$ cat src/verilog/tmr_cfg.svh
// Behaviour
// - select n divides timer 2^(n+1), watchdog 2^n
// - assign bit routes prescaler to timer or watchdog
// - edge-select picks rising or falling input edge
// - source-select picks cycle clock or input pin
// - interrupt enable set/cleared by instructions only
// - active-low pull-up enable for wake-capable pins
// - timer write clears prescaler when timer-assigned
// - watchdog-clear and sleep clear watchdog, maybe prescaler
// - eight-bit timer counts one per prescaler output, per source tick if unprescaled
// - watchdog free-runs, time-out resets device
// - unprescaled watchdog period about 18 ms
// - fuse gates watchdog-enable bit
// - direction bit one means input, zero output
// - small variant keeps only low port-5 direction bits
// - open-drain bit makes upper port-7 pins open-drain
// - sleep-control falling stops oscillator, rising wakes
// - hardware sets sleep-control at wake, software clears
// - start-up delay of 18 ms after wake
// - wake from oscillator stop re-enables watchdog by fuse
// - resistor option reads low port-7 pins
// - active-low wake-up enable for wake-capable pins
// - mask bit 0 overflow, bit 3 external pin
// - overflow flag sticky until software clears
// - option register resets to ones except bit 6
// - control register resets to 8'h31
// - flags and masks reset cleared
`ifndef TMR_CFG_SVH
`define TMR_CFG_SVH

// ===========================================================
// register selects for the core's move instructions
`define SEL_OPTION   3'h0
`define SEL_PORT5DIR 3'h1
`define SEL_PORT6DIR 3'h2
`define SEL_PORT7DIR 3'h3
`define SEL_WDCTRL   3'h4
`define SEL_IRQMASK  3'h5
`define SEL_TIMER    3'h6
`define SEL_IRQFLAG  3'h7

// ===========================================================
// field positions
`define OPT_PSEL_LO  0
`define OPT_ASSIGN   3
`define OPT_EDGE     4
`define OPT_SOURCE   5
`define OPT_GIE      6
`define OPT_PULLUPN  7
`define WD_WAKEN     0
`define WD_ROC       3
`define WD_SLEEP     4
`define WD_ENABLE    5
`define WD_ODE       6
`define IRQ_OVF      0
`define IRQ_EXT      3

// ===========================================================
// reset values and masks
`define OPTION_RESET 8'hBF
`define WDCTRL_RESET 8'h31
`define WDCTRL_MASK  8'h79
`define IRQ_MASK     8'h09
`define DIR_RESET    8'hFF
`define PORT5_SMALL  8'h0F

// ===========================================================
// timing
`define CLK_PERIOD_NS 50
`define WDT_PERIOD_US 18000
`define OST_PERIOD_US 18000

`endif

$ cat src/verilog/tmr_pkg.sv
`default_nettype none
package tmr_pkg;
  typedef enum logic [1:0] {
    ST_RUN,
    ST_OSC_STOP,
    ST_STARTUP
  } osc_state_t;
endpackage : tmr_pkg
`default_nettype wire

$ cat src/verilog/timer_watchdog_port_ctrl.sv
`timescale 1ns/1ps
`default_nettype none
`include "tmr_cfg.svh"
module timer_watchdog_port_ctrl
  import tmr_pkg::*;
#(
  parameter int  WDT_CYCLES   = (`WDT_PERIOD_US * 1000) / `CLK_PERIOD_NS,
  parameter int  OST_CYCLES   = (`OST_PERIOD_US * 1000) / `CLK_PERIOD_NS,
  parameter bit  SMALL_VARIANT = 1'b1
) (
  // clock and reset
  input  wire logic       clk,
  input  wire logic       resetn,
  // core register access
  input  wire logic       regWrite,
  input  wire logic       regRead,
  input  wire logic [2:0] regSel,
  input  wire logic [7:0] wrData,
  output logic      [7:0] rdData,
  // core instruction strobes
  input  wire logic       irqOnInstr,
  input  wire logic       irqOffInstr,
  input  wire logic       irqReturnInstr,
  input  wire logic       irqEntry,
  input  wire logic       watchdogClearInstr,
  input  wire logic       sleepInstr,
  // code option
  input  wire logic       watchdogFuse,
  // pins
  input  wire logic       timerPin,
  input  wire logic       extIrqPinN,
  input  wire logic [7:0] port6Pins,
  input  wire logic [7:0] port7Pins,
  input  wire logic [1:0] port7OdData,
  // pin controls
  output logic      [7:0] port5Oe,
  output logic      [7:0] port6Oe,
  output logic      [7:0] port7Oe,
  output logic            pullupOn,
  output logic            wakeArmed,
  output logic      [1:0] resistorOptionRead,
  // system
  output logic            irqRequest,
  output logic            watchdogReset,
  output logic            oscStop,
  output logic            coreHold
);

  // =========================================================
  // registers and synchronisers
  logic [7:0] timerOption;
  logic [7:0] port5Direction;
  logic [7:0] port6Direction;
  logic [7:0] port7Direction;
  logic [7:0] watchdogSleepCtrl;
  logic [7:0] irqMask;
  logic [7:0] irqFlags;
  logic [7:0] timerCounter;
  logic [7:0] prescaler;
  logic [31:0] watchdogTimer;
  logic [31:0] ostCount;
  osc_state_t oscState;
  logic [2:0] tmrSync;
  logic [2:0] intSync;
  logic [9:0] wakeMeta;
  logic [9:0] wakeSync;
  logic [9:0] wakePrev;
  logic [1:0] ropMeta;
  logic [1:0] ropSync;
  logic       sleepPrev;

  function automatic logic [7:0] divMask(input logic [2:0] sel,
                                         input logic forTimer);
    logic [8:0] span;
    span = forTimer ? (9'h002 << sel) : (9'h001 << sel);
    divMask = span[7:0] - 8'h01;
  endfunction : divMask

  // =========================================================
  // decode
  logic       toWatchdog;
  logic       wdEnabled;
  logic       running;
  logic       extEdge;
  logic       timerSrcTick;
  logic       wdBaseTick;
  logic       preSrc;
  logic       preOut;
  logic       timerTick;
  logic       wdTick;
  logic       timerWrite;
  logic       ovfSet;
  logic       extSet;
  logic       wakeEvent;
  logic [7:0] p5Mask;
  logic [7:0] preMask;

  assign toWatchdog = timerOption[`OPT_ASSIGN];
  assign wdEnabled  = watchdogFuse & watchdogSleepCtrl[`WD_ENABLE];
  assign running    = (oscState == ST_RUN);
  // edge seen on the two synchronised stages only
  assign extEdge    = timerOption[`OPT_EDGE] ?
                      (tmrSync[2] & ~tmrSync[1]) :
                      (~tmrSync[2] & tmrSync[1]);
  // internal source halts while the oscillator is stopped
  assign timerSrcTick = timerOption[`OPT_SOURCE] ? extEdge : running;
  assign wdBaseTick = wdEnabled &&
                      (watchdogTimer == 32'(WDT_CYCLES - 1));
  assign preSrc     = toWatchdog ? wdBaseTick : timerSrcTick;
  assign preMask    = divMask(timerOption[2:0], ~toWatchdog);
  assign preOut     = preSrc && ((prescaler & preMask) == preMask);
  assign timerTick  = toWatchdog ? timerSrcTick : preOut;
  assign wdTick     = toWatchdog ? preOut : wdBaseTick;
  assign timerWrite = regWrite && (regSel == `SEL_TIMER);
  assign ovfSet     = timerTick && !timerWrite && (timerCounter == 8'hFF);
  assign extSet     = intSync[2] & ~intSync[1];
  // pin change on port 6 and the two pull-up pins of port 7
  assign wakeEvent  = !watchdogSleepCtrl[`WD_WAKEN] &&
                      (wakeSync != wakePrev);
  assign p5Mask     = SMALL_VARIANT ? `PORT5_SMALL : 8'hFF;

  // =========================================================
  // pin synchronisers
  always_ff @(posedge clk or negedge resetn) begin
    if (!resetn) begin
      tmrSync  <= 3'h0;
      intSync  <= 3'h7;
      // wake pins idle high, so no false change follows reset
      wakeMeta <= 10'h3FF;
      wakeSync <= 10'h3FF;
      wakePrev <= 10'h3FF;
      ropMeta  <= 2'h0;
      ropSync  <= 2'h0;
    end else begin
      tmrSync  <= {tmrSync[1:0], timerPin};
      intSync  <= {intSync[1:0], extIrqPinN};
      wakeMeta <= {port7Pins[5:4], port6Pins};
      wakeSync <= wakeMeta;
      wakePrev <= wakeSync;
      ropMeta  <= port7Pins[1:0];
      ropSync  <= ropMeta;
    end
  end

  // =========================================================
  // option register
  always_ff @(posedge clk or negedge resetn) begin
    if (!resetn) begin
      timerOption <= `OPTION_RESET;
    end else begin
      if (regWrite && regSel == `SEL_OPTION) begin
        // the option write leaves the interrupt enable alone
        timerOption[5:0] <= wrData[5:0];
        timerOption[`OPT_PULLUPN] <= wrData[`OPT_PULLUPN];
      end
      if (irqEntry || irqOffInstr) begin
        timerOption[`OPT_GIE] <= 1'b0;
      end else if (irqOnInstr || irqReturnInstr) begin
        timerOption[`OPT_GIE] <= 1'b1;
      end
    end
  end

  // =========================================================
  // direction, mask and control registers
  always_ff @(posedge clk or negedge resetn) begin
    if (!resetn) begin
      port5Direction <= `DIR_RESET;
      port6Direction <= `DIR_RESET;
      port7Direction <= `DIR_RESET;
      irqMask        <= 8'h00;
    end else if (regWrite) begin
      case (regSel)
        `SEL_PORT5DIR: port5Direction <= wrData | ~p5Mask;
        `SEL_PORT6DIR: port6Direction <= wrData;
        `SEL_PORT7DIR: port7Direction <= wrData;
        `SEL_IRQMASK:  irqMask <= wrData & `IRQ_MASK;
        default: ;
      endcase
    end
  end

  always_ff @(posedge clk or negedge resetn) begin
    if (!resetn) begin
      watchdogSleepCtrl <= `WDCTRL_RESET;
    end else begin
      if (regWrite && regSel == `SEL_WDCTRL) begin
        watchdogSleepCtrl <= wrData & `WDCTRL_MASK;
      end
      // wake sets the bit, and the set wins over a clearing write
      if (oscState == ST_OSC_STOP && wakeEvent) begin
        watchdogSleepCtrl[`WD_SLEEP] <= 1'b1;
      end
      if (oscState == ST_STARTUP && ostCount == 32'h0) begin
        watchdogSleepCtrl[`WD_ENABLE] <= watchdogFuse;
      end
    end
  end

  // =========================================================
  // interrupt flags
  always_ff @(posedge clk or negedge resetn) begin
    if (!resetn) begin
      irqFlags <= 8'h00;
    end else begin
      if (regWrite && regSel == `SEL_IRQFLAG) begin
        // software may only clear
        irqFlags <= irqFlags & wrData & `IRQ_MASK;
      end
      if (ovfSet) begin
        irqFlags[`IRQ_OVF] <= 1'b1;
      end
      if (extSet) begin
        irqFlags[`IRQ_EXT] <= 1'b1;
      end
    end
  end

  // =========================================================
  // timer and prescaler
  always_ff @(posedge clk or negedge resetn) begin
    if (!resetn) begin
      timerCounter <= 8'h00;
    end else if (timerWrite) begin
      timerCounter <= wrData;
    end else if (timerTick) begin
      timerCounter <= timerCounter + 8'h01;
    end
  end

  always_ff @(posedge clk or negedge resetn) begin
    if (!resetn) begin
      prescaler <= 8'h00;
    end else if (timerWrite && !toWatchdog) begin
      prescaler <= 8'h00;
    end else if ((watchdogClearInstr || sleepInstr) && toWatchdog) begin
      prescaler <= 8'h00;
    end else if (preSrc) begin
      prescaler <= prescaler + 8'h01;
    end
  end

  // =========================================================
  // watchdog: counts on every rising edge while enabled, asleep or not
  always_ff @(posedge clk or negedge resetn) begin
    if (!resetn) begin
      watchdogTimer <= 32'h0;
    end else if (watchdogClearInstr || sleepInstr || !wdEnabled
                 || wdBaseTick) begin
      watchdogTimer <= 32'h0;
    end else begin
      watchdogTimer <= watchdogTimer + 32'h1;
    end
  end

  always_ff @(posedge clk or negedge resetn) begin
    if (!resetn) begin
      watchdogReset <= 1'b0;
    end else begin
      watchdogReset <= wdTick && !watchdogClearInstr && !sleepInstr;
    end
  end

  // =========================================================
  // oscillator stop and wake
  always_ff @(posedge clk or negedge resetn) begin
    if (!resetn) begin
      sleepPrev <= 1'b1;
      oscState  <= ST_RUN;
      ostCount  <= 32'h0;
    end else begin
      sleepPrev <= watchdogSleepCtrl[`WD_SLEEP];
      case (oscState)
        ST_RUN: begin
          if (sleepPrev && !watchdogSleepCtrl[`WD_SLEEP]) begin
            oscState <= ST_OSC_STOP;
          end
        end
        ST_OSC_STOP: begin
          if (!sleepPrev && watchdogSleepCtrl[`WD_SLEEP]) begin
            oscState <= ST_STARTUP;
            ostCount <= 32'(OST_CYCLES - 1);
          end
        end
        ST_STARTUP: begin
          if (ostCount == 32'h0) begin
            oscState <= ST_RUN;
          end else begin
            ostCount <= ostCount - 32'h1;
          end
        end
        default: oscState <= ST_RUN;
      endcase
    end
  end

  // =========================================================
  // registered outputs
  always_ff @(posedge clk or negedge resetn) begin
    if (!resetn) begin
      port5Oe            <= 8'h00;
      port6Oe            <= 8'h00;
      port7Oe            <= 8'h00;
      pullupOn           <= 1'b0;
      wakeArmed          <= 1'b0;
      resistorOptionRead <= 2'h0;
      irqRequest         <= 1'b0;
      oscStop            <= 1'b0;
      coreHold           <= 1'b0;
    end else begin
      port5Oe   <= ~port5Direction & p5Mask;
      port6Oe   <= ~port6Direction;
      port7Oe[5:0] <= ~port7Direction[5:0];
      // open drain drives low only
      port7Oe[7:6] <= ~port7Direction[7:6] &
                      (watchdogSleepCtrl[`WD_ODE] ?
                       ~port7OdData : 2'h3);
      pullupOn  <= ~timerOption[`OPT_PULLUPN];
      wakeArmed <= ~watchdogSleepCtrl[`WD_WAKEN];
      resistorOptionRead <= watchdogSleepCtrl[`WD_ROC] ?
                            ropSync : 2'h0;
      irqRequest <= timerOption[`OPT_GIE] &&
                    |(irqFlags & irqMask);
      oscStop   <= (oscState == ST_OSC_STOP);
      coreHold  <= (oscState != ST_RUN);
    end
  end

  always_ff @(posedge clk or negedge resetn) begin
    if (!resetn) begin
      rdData <= 8'h00;
    end else if (regRead) begin
      case (regSel)
        `SEL_OPTION:   rdData <= timerOption;
        `SEL_PORT5DIR: rdData <= port5Direction & p5Mask;
        `SEL_PORT6DIR: rdData <= port6Direction;
        `SEL_PORT7DIR: rdData <= port7Direction;
        `SEL_WDCTRL:   rdData <= watchdogSleepCtrl;
        `SEL_IRQMASK:  rdData <= irqMask;
        `SEL_TIMER:    rdData <= timerCounter;
        `SEL_IRQFLAG:  rdData <= irqFlags & irqMask;
        default:       rdData <= 8'h00;
      endcase
    end
  end

  // =========================================================
  // checks
  property p_gie_keep;
    @(posedge clk) disable iff (!resetn)
    (regWrite && regSel == `SEL_OPTION && !irqOnInstr && !irqOffInstr
     && !irqReturnInstr && !irqEntry)
    |=> timerOption[`OPT_GIE] == $past(timerOption[`OPT_GIE]);
  endproperty
  a_gie_keep: assert property (p_gie_keep)
    else $error("option write changed interrupt enable");

  property p_timer_direct;
    @(posedge clk) disable iff (!resetn)
    (toWatchdog && !timerOption[`OPT_SOURCE] && running && !timerWrite)
    |=> timerCounter == 8'($past(timerCounter) + 8'h01);
  endproperty
  a_timer_direct: assert property (p_timer_direct)
    else $error("timer did not advance by one");

  property p_presc_clear;
    @(posedge clk) disable iff (!resetn)
    (timerWrite && !toWatchdog) |=> prescaler == 8'h00;
  endproperty
  a_presc_clear: assert property (p_presc_clear)
    else $error("prescaler not cleared by timer write");

  property p_wd_clear;
    @(posedge clk) disable iff (!resetn)
    watchdogClearInstr |=> watchdogTimer == 32'h0 && !watchdogReset;
  endproperty
  a_wd_clear: assert property (p_wd_clear)
    else $error("watchdog not cleared");

  property p_wd_fuse;
    @(posedge clk) disable iff (!resetn)
    !watchdogFuse [*2] |-> !watchdogReset;
  endproperty
  a_wd_fuse: assert property (p_wd_fuse)
    else $error("watchdog fired with fuse off");

  property p_dir_oe;
    @(posedge clk) disable iff (!resetn)
    ##1 port6Oe == ~$past(port6Direction);
  endproperty
  a_dir_oe: assert property (p_dir_oe)
    else $error("port 6 drive disagrees with direction");

  property p_sleep_enter;
    @(posedge clk) disable iff (!resetn)
    (running && $fell(watchdogSleepCtrl[`WD_SLEEP]))
    |-> ##1 !running ##1 oscStop;
  endproperty
  a_sleep_enter: assert property (p_sleep_enter)
    else $error("oscillator not stopped after sleep bit fell");

  property p_wake_hold;
    @(posedge clk) disable iff (!resetn)
    $fell(oscStop) |-> coreHold [*3];
  endproperty
  a_wake_hold: assert property (p_wake_hold)
    else $error("core released without start-up delay");

  property p_ovf_sticky;
    @(posedge clk) disable iff (!resetn)
    (irqFlags[`IRQ_OVF] && !(regWrite && regSel == `SEL_IRQFLAG))
    |=> irqFlags[`IRQ_OVF];
  endproperty
  a_ovf_sticky: assert property (p_ovf_sticky)
    else $error("overflow flag lost without a clear");

endmodule : timer_watchdog_port_ctrl
`default_nettype wire

$ cat config.mk
export PLATFORM = sky130hd
export DESIGN_NAME = timer_watchdog_port_ctrl
export DESIGN_NICKNAME = d
export VERILOG_FILES = /design/src/verilog/tmr_pkg.sv /design/src/verilog/timer_watchdog_port_ctrl.sv
export VERILOG_INCLUDE_DIRS = /design/src /design/src/verilog
export SDC_FILE = /design/constraint.sdc
export NUM_CORES = 1
export LEC_CHECK = 0
export BUFFER_PORTS_ARGS = -buffer_cell sky130_fd_sc_hd__buf_2
export CAP_MARGIN = 20
export CORE_MARGIN = 2
export CORE_UTILIZATION = 25
export CTS_BUF_LIST = sky130_fd_sc_hd__clkbuf_4 sky130_fd_sc_hd__clkbuf_8
export DETAILED_ROUTE_END_ITERATION = 7
export HOLD_SLACK_MARGIN = 0.15
export SETUP_SLACK_MARGIN = 0.15
export SLEW_MARGIN = 25
export SYNTH_ARGS = -nofsm -noshare
export SYNTH_HDL_FRONTEND = slang
export SYNTH_SLANG_ARGS = --single-unit
$ cat constraint.sdc
create_clock -name clk -period 3.2 [get_ports clk]
set_input_delay 0.96 -clock clk [delete_from_list [all_inputs] [get_ports clk]]
set_output_delay 0.96 -clock clk [all_outputs]
set_load 0.005 [all_outputs]
-- After elaboration in Yosys (flattened, before gate mapping)
Cells that the tools add are included.
- register bits after elaboration: 196
- $add $sub $neg: 5
- equal/unequal tests: 17
- shift operators: 2
- mux-type cells: 30
- bitwise gates (word level): 18
- reduce and logical (&&, ||, !) cells: 50
- operators with widths (kind ; number):
    2-to-1 mux 32 bit ; 3
    one-hot mux 32 bit (2 select lines) ; 1
    one-hot mux 8 bit (8 select lines) ; 1
    2-to-1 mux 8 bit ; 6
    adder 32 x 1 -> 32 bit, second input constant ; 1
    equality test 32 x 19 -> 1 bit, second input constant ; 1
    zero test 32 bit ; 1
    subtractor 32 x 1 -> 32 bit, second input constant ; 1
    logical AND 1 bit ; 18
    adder 8 x 1 -> 8 bit, second input constant ; 2
    nonzero test 2 bit ; 8
    equality test 3 bit, second input constant ; 4
    2-to-1 mux 1 bit ; 11
    2-to-1 mux 2 bit ; 5
    inequality test 10 bit ; 1
    bitwise AND 4 bit ; 2
    bitwise AND 8 bit ; 1
    equality test 8 bit ; 1
    equality test 8 bit, second input constant ; 1
    zero test 1 bit ; 8
    NOT 8 bit ; 1
    AND reduction 2 bit ; 4
    OR reduction 8 bit ; 1
    << shifter 1 x 3 -> 8 bit, first input constant ; 1
    22 further kinds ; 38

-- Depth between registers and ports, before layout
- depth after elaboration: 10
- gate-level depth with buffers: 13
- mapped depth without buffers: 11

-- Worst setup path after synthesis
OpenSTA, ideal clock, no wires.
- kind: reg-to-reg
- start point: register timerOption[0]
- end point: register timerCounter[5]
- data arrival time: 2714 ps
- data required time: 3118 ps
- setup slack: 404 ps
- stages on the path, launching flop included: 14
- period minus slack after synthesis: 2796 ps
- path through: dfstp_2 inv_1 ha_1 buf_2 nand2_1 ha_1 or3b_1 nand4b_1 a31oi_1 nor2_1 a22oi_1 buf_2 or3_1 a31oi_1
- cells in the longest elaborated chain, start to end: 8
- elaborated cells between the ends (all ways): 9
- RTL lines (element ; line ; text):
    start, declared ; timer_watchdog_port_ctrl.sv:51 ; logic [7:0] timerOption;
    start signal, assigned ; timer_watchdog_port_ctrl.sv:149 ; timerOption <= `OPTION_RESET;
    start signal, assigned ; timer_watchdog_port_ctrl.sv:153 ; timerOption[5:0] <= wrData[5:0];
    start signal, assigned by index ; timer_watchdog_port_ctrl.sv:154 ; timerOption[`OPT_PULLUPN] <= wrData[`OPT_PULLUPN];
    << shifter 2 x 3 -> 8 bit / << shifter 1 x 3 -> 8 bit (equally long branches) ; timer_watchdog_port_ctrl.sv:75 ; span = forTimer ? (9'h002 << sel) : (9'h001 << sel);
    2-to-1 mux 8 bit (*) ; timer_watchdog_port_ctrl.sv:75 ;
    subtractor 8 x 1 -> 8 bit (*) ; timer_watchdog_port_ctrl.sv:76 ; divMask = span[7:0] - 8'h01;
    bitwise AND 8 bit ; timer_watchdog_port_ctrl.sv:111 ; assign preOut = preSrc && ((prescaler & preMask) == preMask);
    equality test 8 bit (*) ; timer_watchdog_port_ctrl.sv:111 ;
    logical AND 1 bit (*) ; timer_watchdog_port_ctrl.sv:111 ;
    2-to-1 mux 1 bit (*) ; timer_watchdog_port_ctrl.sv:112 ; assign timerTick = toWatchdog ? timerSrcTick : preOut;
    nonzero test 2 bit (no line) (*) ; -- ;
    end signal, assigned ; timer_watchdog_port_ctrl.sv:225 ; timerCounter <= wrData;
    end signal, assigned ; timer_watchdog_port_ctrl.sv:227 ; timerCounter <= timerCounter + 8'h01;
    end, declared ; timer_watchdog_port_ctrl.sv:58 ; logic [7:0] timerCounter;
Every way passes the cells marked *; elsewhere a longest branch is shown, timed or not.
A chain may end at the register's enable or synchronous reset.

-- Worst setup path in the final report
Same ends and word-level chain as after synthesis.

==> results by group <==
Status
  – Status: finished, final reports clean

Worst setup path
  – Required time reported for the critical path endpoint: 3.61 ns
  – Slack of the worst reg-to-reg path: 0.29 ns
  – Max stage delay on crit path: 0.57 ns
  – WS Path Type: reg -> reg
  – Critical Path Stages: 13
  – Timing endpoint of the critical path: timerCounter[5]
  – Endpoint arrival time on the critical path: 3.33 ns
  – Buffers plus inverters on the worst setup path: 3
  – CP endpoint kind: register
  – Critical Path Source: timerOption[0]
  – Crit path max fanout: 7
  – Worst setup SP type: register
  – Cell Chain, Critical Path: inv_1 > ha_4 > nand2_2 > ha_4 > or3b_4 > nand4b_1 > a31oi_1 > nor2_2 > a22oi_2 > buf_4 > buf_4 > or3_1 > a31oi_1
  – Depth of the worst register-to-register path: 13
  – Terminus of the critical flop-to-flop path: timerCounter[5]
  – R2r startpoint: timerOption[0]
  – Worst path top cell family by delay: simple AND/OR/NAND/NOR gates
  – Standard cell with the maximum stage delay on the critical path: sky130_fd_sc_hd__dfstp_2

Yosys
  – Share of flip-flops with an asynchronous set or reset: 100%
  – Synth top cells by count: sky130_fd_sc_hd__dfrtp_1, sky130_fd_sc_hd__nor2_1, sky130_fd_sc_hd__nand2_1
  – Share of the synthesized area in the top cell type: 37.4%
  – Top cells by area in the synthesized netlist: sky130_fd_sc_hd__dfrtp_1, sky130_fd_sc_hd__dfstp_2, sky130_fd_sc_hd__xor2_1
  – Flip-flop and latch count after synthesis: 196
  – Post-synth cell types: 62
  – Most repeated cell in the gate-level netlist after synthesis: sky130_fd_sc_hd__dfrtp_1
  – Post-synth EDFFs: 0
  – Syn avg cell area: 10.7 sq um
  – Commonest register cell after synthesis: sky130_fd_sc_hd__dfrtp_1
  – Cell type with the highest aggregate area in the netlist: sky130_fd_sc_hd__dfrtp_1
  – Post-Synthesis Cells: 828
  – Synthesis warning total: 0
  – Register area share after synthesis: 56.4%
  – Cell area after synthesis: 0.00884 sq mm

Placement
  – Post-detailed-placement half-perimeter wirelength: 13500 um
  – Setup Slack @ Placement: 0.154 ns
  – Post-Place Cell Area: 0.00984 sq mm
  – Placer congestion estimate: 0.759
  – Number of buffers inserted by port buffering: 73

Clock tree
  – Sink Count: 196
  – H-tree depth reported by CTS: 4
  – Clock slew at the register clock pins of the worst setup and hold paths: 0.12 ns
  – Library cell used as clock root buffer: sky130_fd_sc_hd__clkbuf_8
  – Number of buffers added to fix hold violations after cts: 0
  – CTS buffer count: 17
  – CTS tree: yes
  – Maximum count of clock buffers along a single path: 2
  – Clk_lat worst skew: 0.50 ns

Global route
  – GR Layer Usage met1: 14.9%
  – Global-route wire length before repair: 31900 um
  – Vias in the first global route: 6126
  – Largest net degree at the start of global routing: 73
  – GR Layer Usage met2: 17.5%
  – Global routing met3 resource utilization: 2.16%
  – Total GRT Usage: 11.0%
  – Antenna violations before repair: 1
  – GR Overflow Total: 0
  – Most congested layer reported by global routing: met2

Die
  – Die area: 0.0369 sq mm
  – Vert. Die Dim: 192 um
  – Number of standard-cell rows in the floorplan: 68
  – Ports placed on the boundary: 82
  – Floorplan core area: 0.0347 sq mm
  – Die width: 192 um
  – Initial Util: 25.5%

Timing
  – Hold Fails Final Rpt: 0
  – Time the worst path needs with I/O delays and setup: 2.91 ns
  – Worst relative slew slack: 58.0%
  – Final Setup Violations: 0
  – Worst-Margin Slew: 0.630 ns
  – Final worst setup slack: 0.288 ns
  – Accumulated negative setup slack: 0 ns
  – Setup repair after global routing missed its margin: false
  – Portion of the clock cycle consumed by the worst path in the final layout: 91.0%
  – Worst clock skew: 0.0289 ns
  – Slew Viols, Final: 0
  – Highest achievable clock rate: 343 MHz

Routing
  – Number of DRC markers in iteration 0: 373
  – Via Count: 6302
  – Via density: 4.54
  – Total length of routed wires: 19400 um
  – Number of routed nets with antenna violations: 0
  – Post-detailed-route DRC marker count: 0
  – First drt pass iteration count: 5
  – WL/cell: 14.0 um

Pwr
  – Power density cells: 605 mW/mm^2
  – Worst vdd rail ir drop: 0.000270 V
  – Leak Pwr: 4.23 nW

Final layout
  – Fraction of final layout cells with drive strength greater than 1: 25.7%
  – Synth-to-Final Area Change: 17.5%
  – Post-layout nets: 970
  – Area of all placed cells without fillers: 0.0104 sq mm

Worst hold path
  – Path category of the worst min-delay check: reg -> reg

Flow run
  – Max cap viols: 0
stage by stage:
stage | total power, mW | utilization, % | cells | hold WS (ns)
after floorplan | 3.99 | - | 831 | 0.331
after global placement | 4.47 | 28.4 | 1347 | 0.333
after detailed placement | 4.50 | 28.4 | 1347 | 0.336
after CTS | 6.29 | 29.6 | 1379 | 0.364
after global routing | 6.69 | 29.9 | 1387 | 0.367
final | 6.28 | 29.9 | 1387 | 0.363
final cells by class:
| type | count | area [sq um] |
|---|---|---|
| antenna | 1 | 2.50 |
| clock buffer | 17 | 234 |
| clock inverter | 15 | 209 |
| fill | 3567 | 24300 |
| inverter | 42 | 158 |
| multi-input combinational | 559 | 3600 |
| sequential | 196 | 4980 |
| tap | 455 | 569 |
| timing repair buffer | 102 | 633 |
how the worst min path moves through the flow:
stage	slack (ns)	cells after the start	start	end
4_1_cts	0.36	0	wakeMeta[5]	wakeSync[5]
5_1_grt	0.37	0	wakeMeta[6]	wakeSync[6]
2_1_floorplan	0.33	0	ropMeta[0]	ropSync[0]
3_5_place_dp	0.34	0	ropMeta[1]	ropSync[1]
3_3_place_gp	0.33	0	ropMeta[1]	ropSync[1]
6_report	0.36	0	wakeMeta[5]	wakeSync[5]
repair_timing:
item	CTS	global route
buffers inserted	0	6
cloned	0	1
endpoints found under the setup margin	1	4
gates resized for setup	1	7
hold endpoints to repair	0	0
pin swaps	0	3
per-layer routing:
metal  up-vias  part of all wire [%]
li1       3054                     -
met1      3112                    48
met2       120                    47
met3        16                   3.6
met4         0                   1.3
met5         -                     0
placed cells by master (no fill, tap or decap), drive strengths merged, types with 6 or more instances in the layout:
| master | netlist | final |
|---|---|---|
| nor2b | 7 | 7 |
| xor2 | 42 | 42 |
| ha | 10 | 10 |
| mux2 | 20 | 20 |
| nand2 | 72 | 72 |
| nor3 | 21 | 21 |
| and3 | 12 | 12 |
| or3 | 9 | 9 |
| xnor2 | 26 | 26 |
| o21ai | 36 | 36 |
| clkbuf | 19 | 18 |
| a31oi | 16 | 16 |
| a22oi | 6 | 6 |
| mux2i | 10 | 10 |
| nor4 | 16 | 16 |
| nand3 | 24 | 24 |
| and2 | 10 | 10 |
| dfstp | 64 | 64 |
| a21oi | 27 | 27 |
| inv | 42 | 53 |
| or4 | 7 | 7 |
| nor2 | 94 | 94 |
| dfrtp | 132 | 132 |
| buf | 15 | 100 |
| nand4 | 18 | 18 |
| nand2b | 8 | 8 |
kinds of logic after synthesis:
logic type      count (synthesis)  share of synthesized area (%)
xor+xnor                       68                           6.74
mux                            32                           4.19
buf+inv                        76                           3.61
flops                         196                           56.4
other cells                     1                         0.0424
compound gates                119                           8.43
fa+ha+maj                      10                           1.42
simple gates                  326                           19.2
power breakdown:
| group | switching, mW | internal (mW) | leakage (nW) | total [mW] |
|---|---|---|---|---|
| Sequential | 0.250 | 2.86 | 2.30 | 3.11 |
| Clock | 1.12 | 0.640 | 0.220 | 1.76 |
| Combinational | 0.784 | 0.634 | 1.71 | 1.42 |
state kept, by name (all words and copies together), names as in the netlist, 3 cells and up:
signal,cells
wakeMeta,10
wakePrev,10
timerOption,8
prescaler,8
ostCount,32
port7Direction,8
port5Direction,4
intSync,3
port7Oe,8
port6Direction,8
port6Oe,8
timerCounter,8
port5Oe,4
wakeSync,10
watchdogSleepCtrl,5
tmrSync,3
rdData,8
watchdogTimer,32
Power figures use the tool's default switching activity.
